===== src/verilog/adcsq_defs.svh =====
// Purpose: Offsets, field positions, reset values and timing counts of the sequencer
// Assumes: ref_clk at 250 MHz
// Notes:   Included by the design file and the bench
`ifndef ADCSQ_DEFS_SVH
`define ADCSQ_DEFS_SVH

// ----------------------------------------------------------------
// Register offsets
// ----------------------------------------------------------------
`define ADCSQ_ISO_ACCESS_ADDR   12'h005
`define ADCSQ_SHORT_SEL_ADDR    12'h0CC
`define ADCSQ_PRIMARY_STATUS_REG_ADDR      12'h002
`define ADCSQ_SECONDARY_STATUS_REG_ADDR      12'h003
`define ADCSQ_MAIN_CONFIG_REG_ADDR      12'h010
`define ADCSQ_WR_LOCK_ADDR      12'h01F

// ----------------------------------------------------------------
// Fields and values
// ----------------------------------------------------------------
`define ADCSQ_PERMIT_BIT        0
`define ADCSQ_SHORT_BIT         0
`define ADCSQ_CLKOUT_BIT        0
`define ADCSQ_RESET_DONE_BIT    5
`define ADCSQ_FLOWING_BIT       4
`define ADCSQ_S1_SHORT_BIT      0
`define ADCSQ_S1_ISO_BIT        1
`define ADCSQ_LOCK_KEY          8'hD4
`define ADCSQ_REG_RESET         8'h00
`define ADCSQ_CRC_SEED          16'hFFFF
`define ADCSQ_CRC_POLY          16'h1021

// ----------------------------------------------------------------
// Timing
// ----------------------------------------------------------------
`define ADCSQ_REF_CLK_KHZ       250000
`define ADCSQ_RESET_DONE_MS     32
`define ADCSQ_ISO_READY_MS      62
`define ADCSQ_RESET_DONE_CYC    (`ADCSQ_RESET_DONE_MS * `ADCSQ_REF_CLK_KHZ)
`define ADCSQ_ISO_READY_CYC     (`ADCSQ_ISO_READY_MS * `ADCSQ_REF_CLK_KHZ)
`define ADCSQ_READY_PULSE_XTAL  9'h100
`define ADCSQ_RESP_BITS         7'h60

`endif


===== src/verilog/adcsq_pkg.sv =====
// Purpose: Types shared by the sequencer
// Assumes: Nothing
// Notes:   Constants live in adcsq_defs.svh
package adcsq_pkg;

    // Power-up sequence, Gray coded
    typedef enum logic [1:0] {
        PWR_WAIT = 2'h0,
        PWR_CTRL = 2'h1,
        PWR_RUN  = 2'h3
    } adcsq_pwr_t;

    typedef struct packed {
        logic [23:0] current;
        logic [23:0] voltage1;
        logic [23:0] voltage2;
    } adcsq_sample_t;

    typedef struct packed {
        logic        write;
        logic [2:0]  rsvd;
        logic [11:0] addr;
        logic [7:0]  data;
        logic [7:0]  crc;
    } adcsq_cmd_t;

    typedef struct packed {
        adcsq_pwr_t    pwr;
        logic [23:0]   timer;
        logic          irqPending;
        logic          flowing;
        logic [7:0]    isoAccess;
        logic [7:0]    shortSel;
        logic [7:0]    main_config_reg;
        logic          locked;
        logic [2:0]    sclkS;
        logic [2:0]    csS;
        logic [1:0]    mosiS;
        logic [2:0]    xtalS;
        logic [127:0]  resp;
        logic [31:0]   cmd;
        logic [6:0]    bitCnt;
        logic [15:0]   crc;
        logic [7:0]    readback;
        logic [8:0]    pulseCnt;
        logic          pulseActive;
        adcsq_sample_t latest;
        logic          pinOut;
    } adcsq_state_t;

endpackage : adcsq_pkg


===== src/verilog/adcsq_sequencer.sv =====
// Purpose: Power-up, configuration lock, sample-ready and offset-short sequencing
// Assumes: SPI mode 0; crystal, SCLK, CS and MOSI asynchronous to ref_clk
// Notes:   Samples enter through an 8-word FIFO that stalls its source
//
// How it works
// - Offset mode shorts and isolates current inputs
// - Short entry accepted in PWR_CTRL and PWR_RUN, ignored in PWR_WAIT
// - Waveform may jump at short transitions
// - Reset-complete flag set after 32 ms
// - Isolated side ready after 62 ms
// - Flowing flag set on first conversion
// - Sample-ready low for 256 crystal cycles
// - Shared pin defaults to sample-ready
// - Every transaction returns waves, statuses, CRC
// - Config bit 0 selects clock output
// - Reset-complete always drives interrupt low
`timescale 1ns/1ns
`include "adcsq_defs.svh"

module adcsq_fifo #(
    parameter int WIDTH = 72,
    parameter int DEPTH = 8
) (
    // Clock and reset
    input  wire logic             ref_clk,
    input  wire logic             rst_n,
    // Fill side
    input  wire logic             inValid,
    output logic                  inReady,
    input  wire logic [WIDTH-1:0] inData,
    // Drain side
    output logic                  outValid,
    input  wire logic             outReady,
    output logic      [WIDTH-1:0] outData
);
    localparam int AW = $clog2(DEPTH);
    typedef struct packed {
        logic [DEPTH-1:0][WIDTH-1:0] mem;
        logic [AW-1:0]               wrPtr;
        logic [AW-1:0]               rdPtr;
        logic [AW:0]                 count;
    } adcsq_fifo_state_t;

    adcsq_fifo_state_t st;
    adcsq_fifo_state_t next_st;
    logic              push;
    logic              pop;

    assign inReady  = (st.count != (AW+1)'(DEPTH));
    assign outValid = (st.count != '0);
    assign outData  = st.mem[st.rdPtr];
    assign push     = inValid && inReady;
    assign pop      = outValid && outReady;

    always_comb begin
        next_st = st;
        if (push) begin
            next_st.mem[st.wrPtr] = inData;
            next_st.wrPtr = (st.wrPtr == AW'(DEPTH-1)) ? '0 : st.wrPtr + 1'b1;
        end
        if (pop) begin
            next_st.rdPtr = (st.rdPtr == AW'(DEPTH-1)) ? '0 : st.rdPtr + 1'b1;
        end
        next_st.count = st.count + (AW+1)'(push) - (AW+1)'(pop);
    end

    always_ff @(posedge ref_clk) begin
        if (!rst_n) begin
            st <= '0;
        end else begin
            st <= next_st;
        end
    end

    fifoBound_a: assert property (@(posedge ref_clk) disable iff (!rst_n)
        st.count <= (AW+1)'(DEPTH)) else $error("FIFO count above depth");
endmodule : adcsq_fifo

module adcsq_sequencer #(
    parameter int unsigned RESET_DONE_CYCLES = `ADCSQ_RESET_DONE_CYC,
    parameter int unsigned ISO_READY_CYCLES  = `ADCSQ_ISO_READY_CYC,
    parameter int          FIFO_DEPTH        = 8
) (
    // Clock and reset
    input  wire logic                    ref_clk,
    input  wire logic                    rst_n,
    // Crystal input, shared output pin and interrupt
    input  wire logic                    crystal_input,
    output logic                         clock_out_or_sample_ready_pin,
    output logic                         irqN,
    // SPI
    input  wire logic                    sclk,
    input  wire logic                    csN,
    input  wire logic                    mosi,
    output logic                         miso,
    // Modulator sample stream
    input  wire logic                    sampleValid,
    output logic                         sampleReady,
    input  wire adcsq_pkg::adcsq_sample_t sampleData,
    // Analog front-end controls
    output logic                         currentInputShort,
    output logic                         currentInputIsolate,
    output logic                         isoSideReady
);
    adcsq_pkg::adcsq_state_t  st;
    adcsq_pkg::adcsq_state_t  next_st;
    adcsq_pkg::adcsq_cmd_t    cmd;
    adcsq_pkg::adcsq_sample_t fifoData;
    logic                     fifoValid;
    logic                     fifoPop;
    logic                     sclkRise;
    logic                     sclkFall;
    logic                     csFall;
    logic                     csRise;
    logic                     xtalRise;

    function automatic logic [15:0] crcStep(input logic [15:0] c, input logic b);
        crcStep = {c[14:0], 1'b0} ^ ((c[15] ^ b) ? `ADCSQ_CRC_POLY : 16'h0000);
    endfunction : crcStep

    function automatic logic [7:0] regRead(input adcsq_pkg::adcsq_state_t s,
                                           input logic [11:0] a);
        regRead = 8'h00;
        case (a)
            `ADCSQ_ISO_ACCESS_ADDR: regRead = s.isoAccess;
            `ADCSQ_SHORT_SEL_ADDR:  regRead = s.shortSel;
            `ADCSQ_MAIN_CONFIG_REG_ADDR:    regRead = s.main_config_reg;
            `ADCSQ_WR_LOCK_ADDR:    regRead = {7'h00, s.locked};
            `ADCSQ_PRIMARY_STATUS_REG_ADDR: begin
                regRead[`ADCSQ_RESET_DONE_BIT] = s.irqPending;
                regRead[`ADCSQ_FLOWING_BIT]    = s.flowing;
            end
            `ADCSQ_SECONDARY_STATUS_REG_ADDR: begin
                regRead[`ADCSQ_S1_SHORT_BIT] = s.shortSel[`ADCSQ_SHORT_BIT];
                regRead[`ADCSQ_S1_ISO_BIT]   = (s.pwr == adcsq_pkg::PWR_RUN);
            end
            default: regRead = 8'h00;
        endcase
    endfunction : regRead

    adcsq_fifo #(
        .WIDTH ($bits(adcsq_pkg::adcsq_sample_t)),
        .DEPTH (FIFO_DEPTH)
    ) sampleFifo (
        .ref_clk  (ref_clk),
        .rst_n    (rst_n),
        .inValid  (sampleValid),
        .inReady  (sampleReady),
        .inData   (sampleData),
        .outValid (fifoValid),
        .outReady (fifoPop),
        .outData  (fifoData)
    );

    // ----------------------------------------------------------------
    // Edges of the synchronised pins
    // ----------------------------------------------------------------
    assign sclkRise = st.sclkS[1] && !st.sclkS[2];
    assign sclkFall = !st.sclkS[1] && st.sclkS[2];
    assign csFall   = !st.csS[1] && st.csS[2];
    assign csRise   = st.csS[1] && !st.csS[2];
    assign xtalRise = st.xtalS[1] && !st.xtalS[2];
    assign cmd      = st.cmd;
    // Drain only between transactions and between pulses, so the FIFO backs up
    assign fifoPop  = fifoValid && !st.pulseActive && st.csS[1]
                      && (st.pwr == adcsq_pkg::PWR_RUN);

    always_comb begin
        next_st = st;
        next_st.sclkS = {st.sclkS[1:0], sclk};
        next_st.csS   = {st.csS[1:0], csN};
        next_st.mosiS = {st.mosiS[0], mosi};
        next_st.xtalS = {st.xtalS[1:0], crystal_input};

        // Power-up timing
        if (st.pwr != adcsq_pkg::PWR_RUN) begin
            next_st.timer = st.timer + 24'h000001;
        end
        if (st.pwr == adcsq_pkg::PWR_WAIT && st.timer == 24'(RESET_DONE_CYCLES - 1)) begin
            next_st.pwr = adcsq_pkg::PWR_CTRL;
        end
        if (st.pwr == adcsq_pkg::PWR_CTRL && st.timer == 24'(ISO_READY_CYCLES - 1)) begin
            next_st.pwr = adcsq_pkg::PWR_RUN;
        end

        // Sample-ready pulse on each drained conversion
        if (st.pulseActive && xtalRise) begin
            next_st.pulseCnt = st.pulseCnt - 9'h001;
            if (st.pulseCnt == 9'h001) begin
                next_st.pulseActive = 1'b0;
            end
        end
        if (fifoPop) begin
            next_st.latest      = fifoData;
            next_st.flowing     = 1'b1;
            next_st.pulseActive = 1'b1;
            next_st.pulseCnt    = `ADCSQ_READY_PULSE_XTAL;
        end
        next_st.pinOut = st.main_config_reg[`ADCSQ_CLKOUT_BIT] ? st.xtalS[1]
                                                        : !st.pulseActive;

        // SPI response shifting and command capture
        if (sclkRise && !st.csS[1]) begin
            next_st.cmd = {st.cmd[30:0], st.mosiS[1]};
        end
        if (sclkFall && !st.csS[1]) begin
            next_st.bitCnt = st.bitCnt + 7'h01;
            next_st.resp   = {st.resp[126:0], 1'b0};
            if (st.bitCnt < `ADCSQ_RESP_BITS) begin
                next_st.crc = crcStep(st.crc, st.resp[127]);
            end
            if (st.bitCnt == `ADCSQ_RESP_BITS - 7'h01) begin
                next_st.resp = {crcStep(st.crc, st.resp[127]), 112'h0};
            end
        end
        if (csFall) begin
            next_st.resp   = {st.latest, 8'(regRead(st, `ADCSQ_PRIMARY_STATUS_REG_ADDR)),
                              regRead(st, `ADCSQ_SECONDARY_STATUS_REG_ADDR), st.readback, 32'h0};
            next_st.bitCnt = 7'h00;
            next_st.crc    = `ADCSQ_CRC_SEED;
        end

        // Commands are taken once the controller side is up
        if (csRise && st.pwr != adcsq_pkg::PWR_WAIT) begin
            next_st.readback = regRead(st, cmd.addr);
            if (cmd.write) begin
                case (cmd.addr)
                    `ADCSQ_ISO_ACCESS_ADDR:
                        next_st.isoAccess = {7'h00, cmd.data[`ADCSQ_PERMIT_BIT]};
                    `ADCSQ_SHORT_SEL_ADDR:
                        if (st.isoAccess[`ADCSQ_PERMIT_BIT]) begin
                            next_st.shortSel = {7'h00, cmd.data[`ADCSQ_SHORT_BIT]};
                        end
                    `ADCSQ_MAIN_CONFIG_REG_ADDR:
                        if (!st.locked) begin
                            next_st.main_config_reg = {7'h00, cmd.data[`ADCSQ_CLKOUT_BIT]};
                        end
                    `ADCSQ_WR_LOCK_ADDR:
                        if (cmd.data == `ADCSQ_LOCK_KEY) begin
                            next_st.locked = 1'b1;
                        end
                    `ADCSQ_PRIMARY_STATUS_REG_ADDR:
                        if (cmd.data[`ADCSQ_RESET_DONE_BIT]) begin
                            next_st.irqPending = 1'b0;
                        end
                    default: next_st.locked = st.locked;
                endcase
            end
        end
        // Set wins over a clear in the same cycle
        if (st.pwr == adcsq_pkg::PWR_WAIT && st.timer == 24'(RESET_DONE_CYCLES - 1)) begin
            next_st.irqPending = 1'b1;
        end
    end

    always_ff @(posedge ref_clk) begin
        if (!rst_n) begin
            st        <= '0;
            st.csS    <= 3'h7;
            st.pinOut <= 1'b1;
            st.crc    <= `ADCSQ_CRC_SEED;
        end else begin
            st <= next_st;
        end
    end

    assign clock_out_or_sample_ready_pin = st.pinOut;
    assign irqN                = !st.irqPending;
    assign miso                = st.resp[127];
    assign currentInputShort   = st.shortSel[`ADCSQ_SHORT_BIT];
    assign currentInputIsolate = st.shortSel[`ADCSQ_SHORT_BIT];
    assign isoSideReady        = (st.pwr == adcsq_pkg::PWR_RUN);

    // ----------------------------------------------------------------
    // Checks
    // ----------------------------------------------------------------
    resetDoneTime_a: assert property (@(posedge ref_clk) disable iff (!rst_n)
        $rose(st.pwr == adcsq_pkg::PWR_CTRL) |-> st.timer == 24'(RESET_DONE_CYCLES))
        else $error("Reset-complete at wrong time");
    isoReadyTime_a: assert property (@(posedge ref_clk) disable iff (!rst_n)
        $rose(isoSideReady) |-> st.timer == 24'(ISO_READY_CYCLES))
        else $error("Isolated side ready at wrong time");
    irqOnDone_a: assert property (@(posedge ref_clk) disable iff (!rst_n)
        $rose(st.pwr == adcsq_pkg::PWR_CTRL) |-> !irqN)
        else $error("Interrupt not raised by reset-complete");
    shortGate_a: assert property (@(posedge ref_clk) disable iff (!rst_n)
        !$past(st.isoAccess[0]) |-> $stable(currentInputShort))
        else $error("Short changed without write permit");
    shortIsolate_a: assert property (@(posedge ref_clk) disable iff (!rst_n)
        currentInputShort == currentInputIsolate)
        else $error("Short and isolation disagree");
    pulseStart_a: assert property (@(posedge ref_clk) disable iff (!rst_n)
        fifoPop && !st.main_config_reg[0] |=> st.pulseCnt == 9'h100
        ##1 !clock_out_or_sample_ready_pin) else $error("Sample-ready pulse did not start");
    flowingSticky_a: assert property (@(posedge ref_clk) disable iff (!rst_n)
        $past(fifoPop) |-> st.flowing) else $error("Flowing flag not set");
    pinDefault_a: assert property (@(posedge ref_clk) disable iff (!rst_n)
        !st.main_config_reg[0] && !$past(st.main_config_reg[0]) && !$past(st.pulseActive)
        |-> clock_out_or_sample_ready_pin) else $error("Pin not idle high");
    lockHolds_a: assert property (@(posedge ref_clk) disable iff (!rst_n)
        $past(st.locked) |-> $stable(st.main_config_reg)) else $error("Locked config changed");
    crcLoad_a: assert property (@(posedge ref_clk) disable iff (!rst_n)
        csFall |=> st.bitCnt == 7'h00 && st.crc == 16'hFFFF)
        else $error("Response frame not restarted");

    shortEntered_c: cover property (@(posedge ref_clk) disable iff (!rst_n)
        $rose(currentInputShort));
    sampleFlow_c: cover property (@(posedge ref_clk) disable iff (!rst_n)
        $rose(st.flowing));
    fifoFull_c: cover property (@(posedge ref_clk) disable iff (!rst_n) !sampleReady);
    locked_c: cover property (@(posedge ref_clk) disable iff (!rst_n) $rose(st.locked));
endmodule : adcsq_sequencer


===== config.mk =====
export PLATFORM = sky130hd
export DESIGN_NAME = adcsq_sequencer
export DESIGN_NICKNAME = d
export VERILOG_FILES = /design/src/verilog/adcsq_pkg.sv /design/src/verilog/adcsq_sequencer.sv
export VERILOG_INCLUDE_DIRS = /design/src /design/src/verilog
export SDC_FILE = /design/constraint.sdc
export NUM_CORES = 2
export LEC_CHECK = 0
export ABC_AREA = 1
export BUFFER_PORTS_ARGS = -buffer_cell sky130_fd_sc_hd__buf_2
export CELL_PAD_IN_SITES_DETAIL_PLACEMENT = 1
export CELL_PAD_IN_SITES_GLOBAL_PLACEMENT = 1
export CORE_MARGIN = 5
export CORE_UTILIZATION = 46
export CTS_CLUSTER_SIZE = 10
export DETAILED_ROUTE_END_ITERATION = 16
export GPL_TIMING_DRIVEN = 0
export PLACE_DENSITY_LB_ADDON = 0.1
export SYNTH_ARGS = -nofsm -noshare
export SYNTH_HDL_FRONTEND = slang
export SYNTH_SLANG_ARGS = --single-unit
export TNS_END_PERCENT = 30

===== constraint.sdc =====
create_clock -name ref_clk -period 2.3 [get_ports ref_clk]
set_clock_uncertainty 0.05 [all_clocks]
set_input_delay 0.115 -clock ref_clk [delete_from_list [all_inputs] [get_ports ref_clk]]
set_output_delay 0.115 -clock ref_clk [all_outputs]
set_load 0.01 [all_outputs]

# Word level (Yosys, flattened, before mapping)

Cells that the tools add are included.

Flip-flop bits (word level): 899
Logic and storage cells: 136

$add $sub $neg: 7
$lt $le $gt $ge: 4
Equality and inequality tests: 17
Muxes and demuxes: 24
Bitwise operators: 4
Reductions and logical operators: 44

Operator list:

| cell                    | count |
|---|---|
| $bwmux W576             | 1 |
| $mux W128               | 3 |
| $bmux W72 S3            | 1 |
| $demux W72 S3           | 1 |
| $mux W72                | 2 |
| $mux W82                | 1 |
| $add A24 B1 Y24 const B | 1 |
| $eq A12 B2 Y1 const B   | 2 |
| $eq A12 B5 Y1 const B   | 2 |
| $eq A24 B23 Y1 const B  | 1 |
| $eq A24 B24 Y1 const B  | 1 |
| $reduce_bool A2 Y1      | 9 |
| $logic_and A1 B1 Y1     | 17 |
| $reduce_and A4 Y1       | 4 |
| $xor A16 B13 Y16        | 1 |
| $mux W13                | 1 |
| $eq A12 B3 Y1 const B   | 1 |
| $eq A12 B8 Y1 const B   | 1 |
| $mux W10                | 1 |
| $pmux W2 S5             | 1 |
| $eq A9 B1 Y1 const B    | 1 |
| $sub A9 B1 Y9 const B   | 1 |
| $eq A8 B8 Y1 const B    | 1 |
| $lt A3 B4 Y1 const B    | 2 |
| 23 further kinds        | 43 |

# Logic depth before layout (Yosys ltp)

Depth in word-level cells: 6
Mapped depth: 12
Mapped depth without buffers: 12

# Hierarchy

A second synthesis with hierarchy kept.

Cell total of the unflattened synthesis: 6277
Area, all modules: 40547.6 um^2

By module, submodules not included:

| module          | instances | cells an instance | area an instance (um^2) |
|---|---|---|---|
| adcsq_fifo      | 1         | 4736              | 29326.9 |
| adcsq_sequencer | 1         | 1541              | 11220.8 |

# Worst setup path after synthesis

Ideal clock, no wire load.

Kind: reg2reg
Start: register sampleFifo.st[2] (netlist name)
End: register sampleFifo.st[2] (netlist name)
Setup time: 0.117 ns
Data arrival time: 1.932 ns
Path slack: 0.201 ns
Cell stages (with the launch flop): 12
Path through: dfxtp_1 -> inv_1 -> ha_1 -> nand3_2 -> nand2_2 -> inv_4 -> buf_6 -> buf_2 -> ha_1 -> fa_1 -> xnor2_1 -> nor2_1

RTL lines:

| item                      | RTL line              | RTL |
|---|---|---|
| from (decl)               | adcsq_sequencer.sv:44 | `adcsq_fifo_state_t st;` |
| from (signal assigned)    | adcsq_sequencer.sv:71 | `st <= next_st;` |
| $ne A4 B4 Y1              | adcsq_sequencer.sv:49 | `assign inReady = (st.count != (AW+1)'(DEPTH));` |
| named net sampleReady     | adcsq_sequencer.sv:98 | `output logic sampleReady,` |
| $logic_and A1 B1 Y1       | adcsq_sequencer.sv:52 | `assign push = inValid && inReady;` |
| named net sampleFifo.push | adcsq_sequencer.sv:46 | `logic push;` |
| $add A4 B1 Y4             | adcsq_sequencer.sv:64 | `next_st.count = st.count + (AW+1)'(push) - (AW+1)'(pop);` |
| $sub A4 B1 Y4             | adcsq_sequencer.sv:64 |  |

The timed path passes the listed nets, and every way through them passes these cells.
A chain may end at the register's enable or synchronous reset.

# Worst setup path after layout

Start: register sampleFifo.st[2] (netlist name)
End: register sampleFifo.st[292] (netlist name)

Longest elaborated chain between the ends: 2

Ends and longest elaborated chain:

| item                | RTL line |
|---|---|
| $ne A4 B4 Y1        | adcsq_sequencer.sv:49 |
| $logic_and A1 B1 Y1 | adcsq_sequencer.sv:52 |

No other way between the ends.

==> summary.txt <==
Status
  • Status: finished, violations left
  • Failing checks: max-capacitance violations, max-slew violations, negative setup slack

Power
  • Power, Total: 34.5 mW
  • Worst vdd ir: 0.553 mV
  • Leak: 14.7 nW
  • PD cells: 818 nW/µm²

Timing
  • RSZ-0062 raised after global routing: true
  • Final min period: 2.38 ns
  • Sum Neg Setup Slack: -1.78 ns
  • Period utilization: 103%
  • Worst-margin pin slew: 1.53 ns
  • Normalized max-slew margin: -2.10%
  • Hold slack: about 0.06 ns
  • Final hold violations: 0
  • Max Clock Freq: ~420 MHz
  • Pins Over Slew Limit: 11
  • Setup-failing EPs final: 69
  • Worst setup margin: -0.0773 ns

Final layout
  • Non-filler cells, final: 6334
  • Filler cells: 10.1k
  • Net count, final: 5343
  • Synth-to-Final Area Change: 14.8%
  • Utilization after layout: 53.4%
  • Design area: 42200 µm²
  • Layout cell share with drive strength beyond 1: 8.81%

Setup path
  • Top delay family on crit path: buffers and inverters
  • Crit-path max FO: 10
  • CP max-delay cell: nand2_2
  • CP Data Arrival Time: 2.85 ns
  • Critical path class: flip-flop to flip-flop
  • Biggest cell delay along the critical path: 0.43 ns
  • Crit. End Element: flip-flop
  • Buffers and inverters on the worst path: 4
  • Critical Path Start Type: flip-flop
  • Worst path required time: 2.78 ns
  • CP cell instances: inv_1 -> ha_1 -> nand3_2 -> nand2_4 -> inv_4 -> nand2_2 -> buf_4 -> buf_2 -> a21oi_1

Global routing
  • First-pass GRT wire length: 220 mm
  • Vias in the first global route: 37.2k
  • Largest net degree at the start of global routing: 13
  • Remaining global-route overflow: 0
  • GRT Total Usage: roughly 33%
  • Initial antenna violation count: 8

Routing
  • DR WL met2: 68.7 mm
  • DR iter-0 viols: between 3k and 4k
  • Top Metal Used: met5
  • Drt pass-1 iters: 5
  • WL per Instance: 23.0 µm
  • Final WL: 146 mm
  • Met3 Routed Length: 9.54 mm
  • Residual DRC count: 0
  • M1 WL: 60.8 mm
  • Via count: 37.0k
  • Vias per cell: 5.85
  • Antenna viol nets, final: 0

Synth
  • Post-Syn Area: between 30000 and 40000 µm²
  • Synth Instances: between 4k and 5k
  • Number of flops mapped to enable cells by yosys: 0
  • Top-area cell type share of the netlist area: 47.2%
  • Avg Inst Size Synth: 7.38 µm²
  • Mapped Nets: 5075
  • Post-synthesis sequential area ratio: a little under half
  • Yosys reg bits: 867
  • Post-synth top area cell: dfxtp_1
  • Cell with the most instances after synthesis: nand2_1
  • Async set or reset register ratio after synthesis: 0%
  • Top cells by count, synth: nand2_1 (893), dfxtp_1 (867), a21oi_1 (803)
  • Post-synth top flop: dfxtp_1
  • Number of synthesis warnings: 0
  • Ranking of synthesized cells by area: dfxtp_1 (47%), a21oi_1 (11%), nand2_1 (9.1%)
  • Yosys cell types: 38

Place
  • Area after DPL: around 39000 µm²
  • HPWL after detailed placement: 101 mm
  • Pre-CTS setup slack: -0.565 ns
  • Placer Congestion: 0.886
  • Placed cells: 6115
  • Port buffer count: 84

Floorplanning
  • Top Ports: 86
  • Die X: about 290 µm
  • Row count: slightly above 100
  • Starting Density: 46.5%
  • Full die area: about 86000 µm²
  • Core ar.: 79100 µm²
  • Die H: around 300 µm

Clock network
  • Clk root buf: clkbuf_16
  • Clock Pin Slew Worst Setup and Hold Paths: 0.06 ns
  • TritonCTS clock tree: built
  • Max Buffers Root-to-Sink: 3
  • Num CTS Buffers: around 100
  • Clock Sinks: a little under 900
  • Htree depth: 3
  • Skew-Pair Late Insertion Delay: 0.65 ns

Hold path
  • Hold Path Class: input pin to flip-flop

Job
  • MaxCap Viol Count: 1
[registers in the layout, indices dropped and copies added (netlist names)]
signal and count:
clock_out_or_sample_ready_pin 1, sampleFifo.st 586, next_st 7, cmd 32
currentInputIsolate 1, st 239, miso 1
[cell type report]
| class | instances | area [µm²] | share of cell area, % |
|---|---|---|---|
| repair buffers | 168 | 1260 | 2.98 |
| clock inverters | 1 | 8.76 | 0.0207 |
| flip-flops and latches | 867 | 17400 | 41.1 |
| multi-input cells | 3250 | 15900 | 37.6 |
| clock buffers | 129 | 2750 | 6.50 |
| well taps | 1050 | 1310 | 3.11 |
| plain buffers | 405 | 1940 | 4.59 |
| diodes | 6 | 15.0 | 0.0356 |
| inverters | 458 | 1730 | 4.09 |
[repair_timing]
| item | CTS | global route |
|---|---|---|
| pin swaps | 1 | 4 |
| gates resized for setup | 38 | 18 |
| cloned | 0 | 0 |
| buffers inserted | 2 | 5 |
| endpoints found under the hold margin | 583 | 0 |
| endpoints found under the setup margin | 427 | 199 |
| hold buffers | 77 | 0 |
[routing by layer]
layer,GRT usage [%],vias up
li1,-,17300
met1,42.1,18200
met2,54.8,1244
met3,5.22,350
met4,13.1,6
met5,0,-
[path summary, 6_finish.rpt]
check,startpoint,endpoint,slack [ns],cells after the start
hold reg to reg,next_st[280],next_st[281],0.37,1
hold / removal,rst_n,st[72],0.06,3
setup / recovery,sampleFifo.st[2],sampleFifo.st[292],-0.08,9
setup reg to reg,sampleFifo.st[2],sampleFifo.st[292],-0.08,9
[report_power, final]
group          total, mW  switching, mW  internal, mW
registers           16.0          0.297          15.7
clock network       14.3           6.18          8.17
logic               4.17           3.04          1.14
[tightest hold or removal path, delay by kind of cell]
kind                   cells  cell delay, ns
and+or+nand+nor            1            0.34
buffers and inverters      1            0.13
AOI/OAI and AO/OA          1            0.12
[layout by cell type, fill, tap and decap left out, types with 2 or more instances in the layout]
cell,count
buf_1,18
ha_1,14
nand2_1,892
nor3_1,12
nand2_2,6
clkbuf_8,7
nand4_1,17
xor2_1,12
clkbuf_4,4
xnor2_1,2
or2_2,4
clkbuf_1,191
o21ai_0,514
o21ai_1,15
nor2_2,5
o211ai_1,149
o22ai_1,3
a31oi_1,64
nand2_4,8
o211a_1,2
dlygate4sd3_1,77
clkbuf_16,103
inv_2,11
clkbuf_2,22
buf_6,10
inv_4,2
inv_1,444
nor2_4,6
nor2_1,94
dfxtp_1,867
buf_2,235
nand3_2,2
a21oi_1,803
buf_4,33
nand3_1,618
diode_2,6
[cell families (layout without fill, tap and decap cells)]
family,Yosys count,after routing,synth area share [%]
AND/OR/NAND/NOR,1670,1670,19.8
AO/OA/AOI/OAI,1551,1551,22.4
flip-flops,867,867,47.2
buffers and inverters,864,1161,9.75
adder cells (fa/ha/maj),15,15,0.531
XOR/XNOR,14,14,0.333
other,0,6,0
Power figures use the tool's default switching activity.
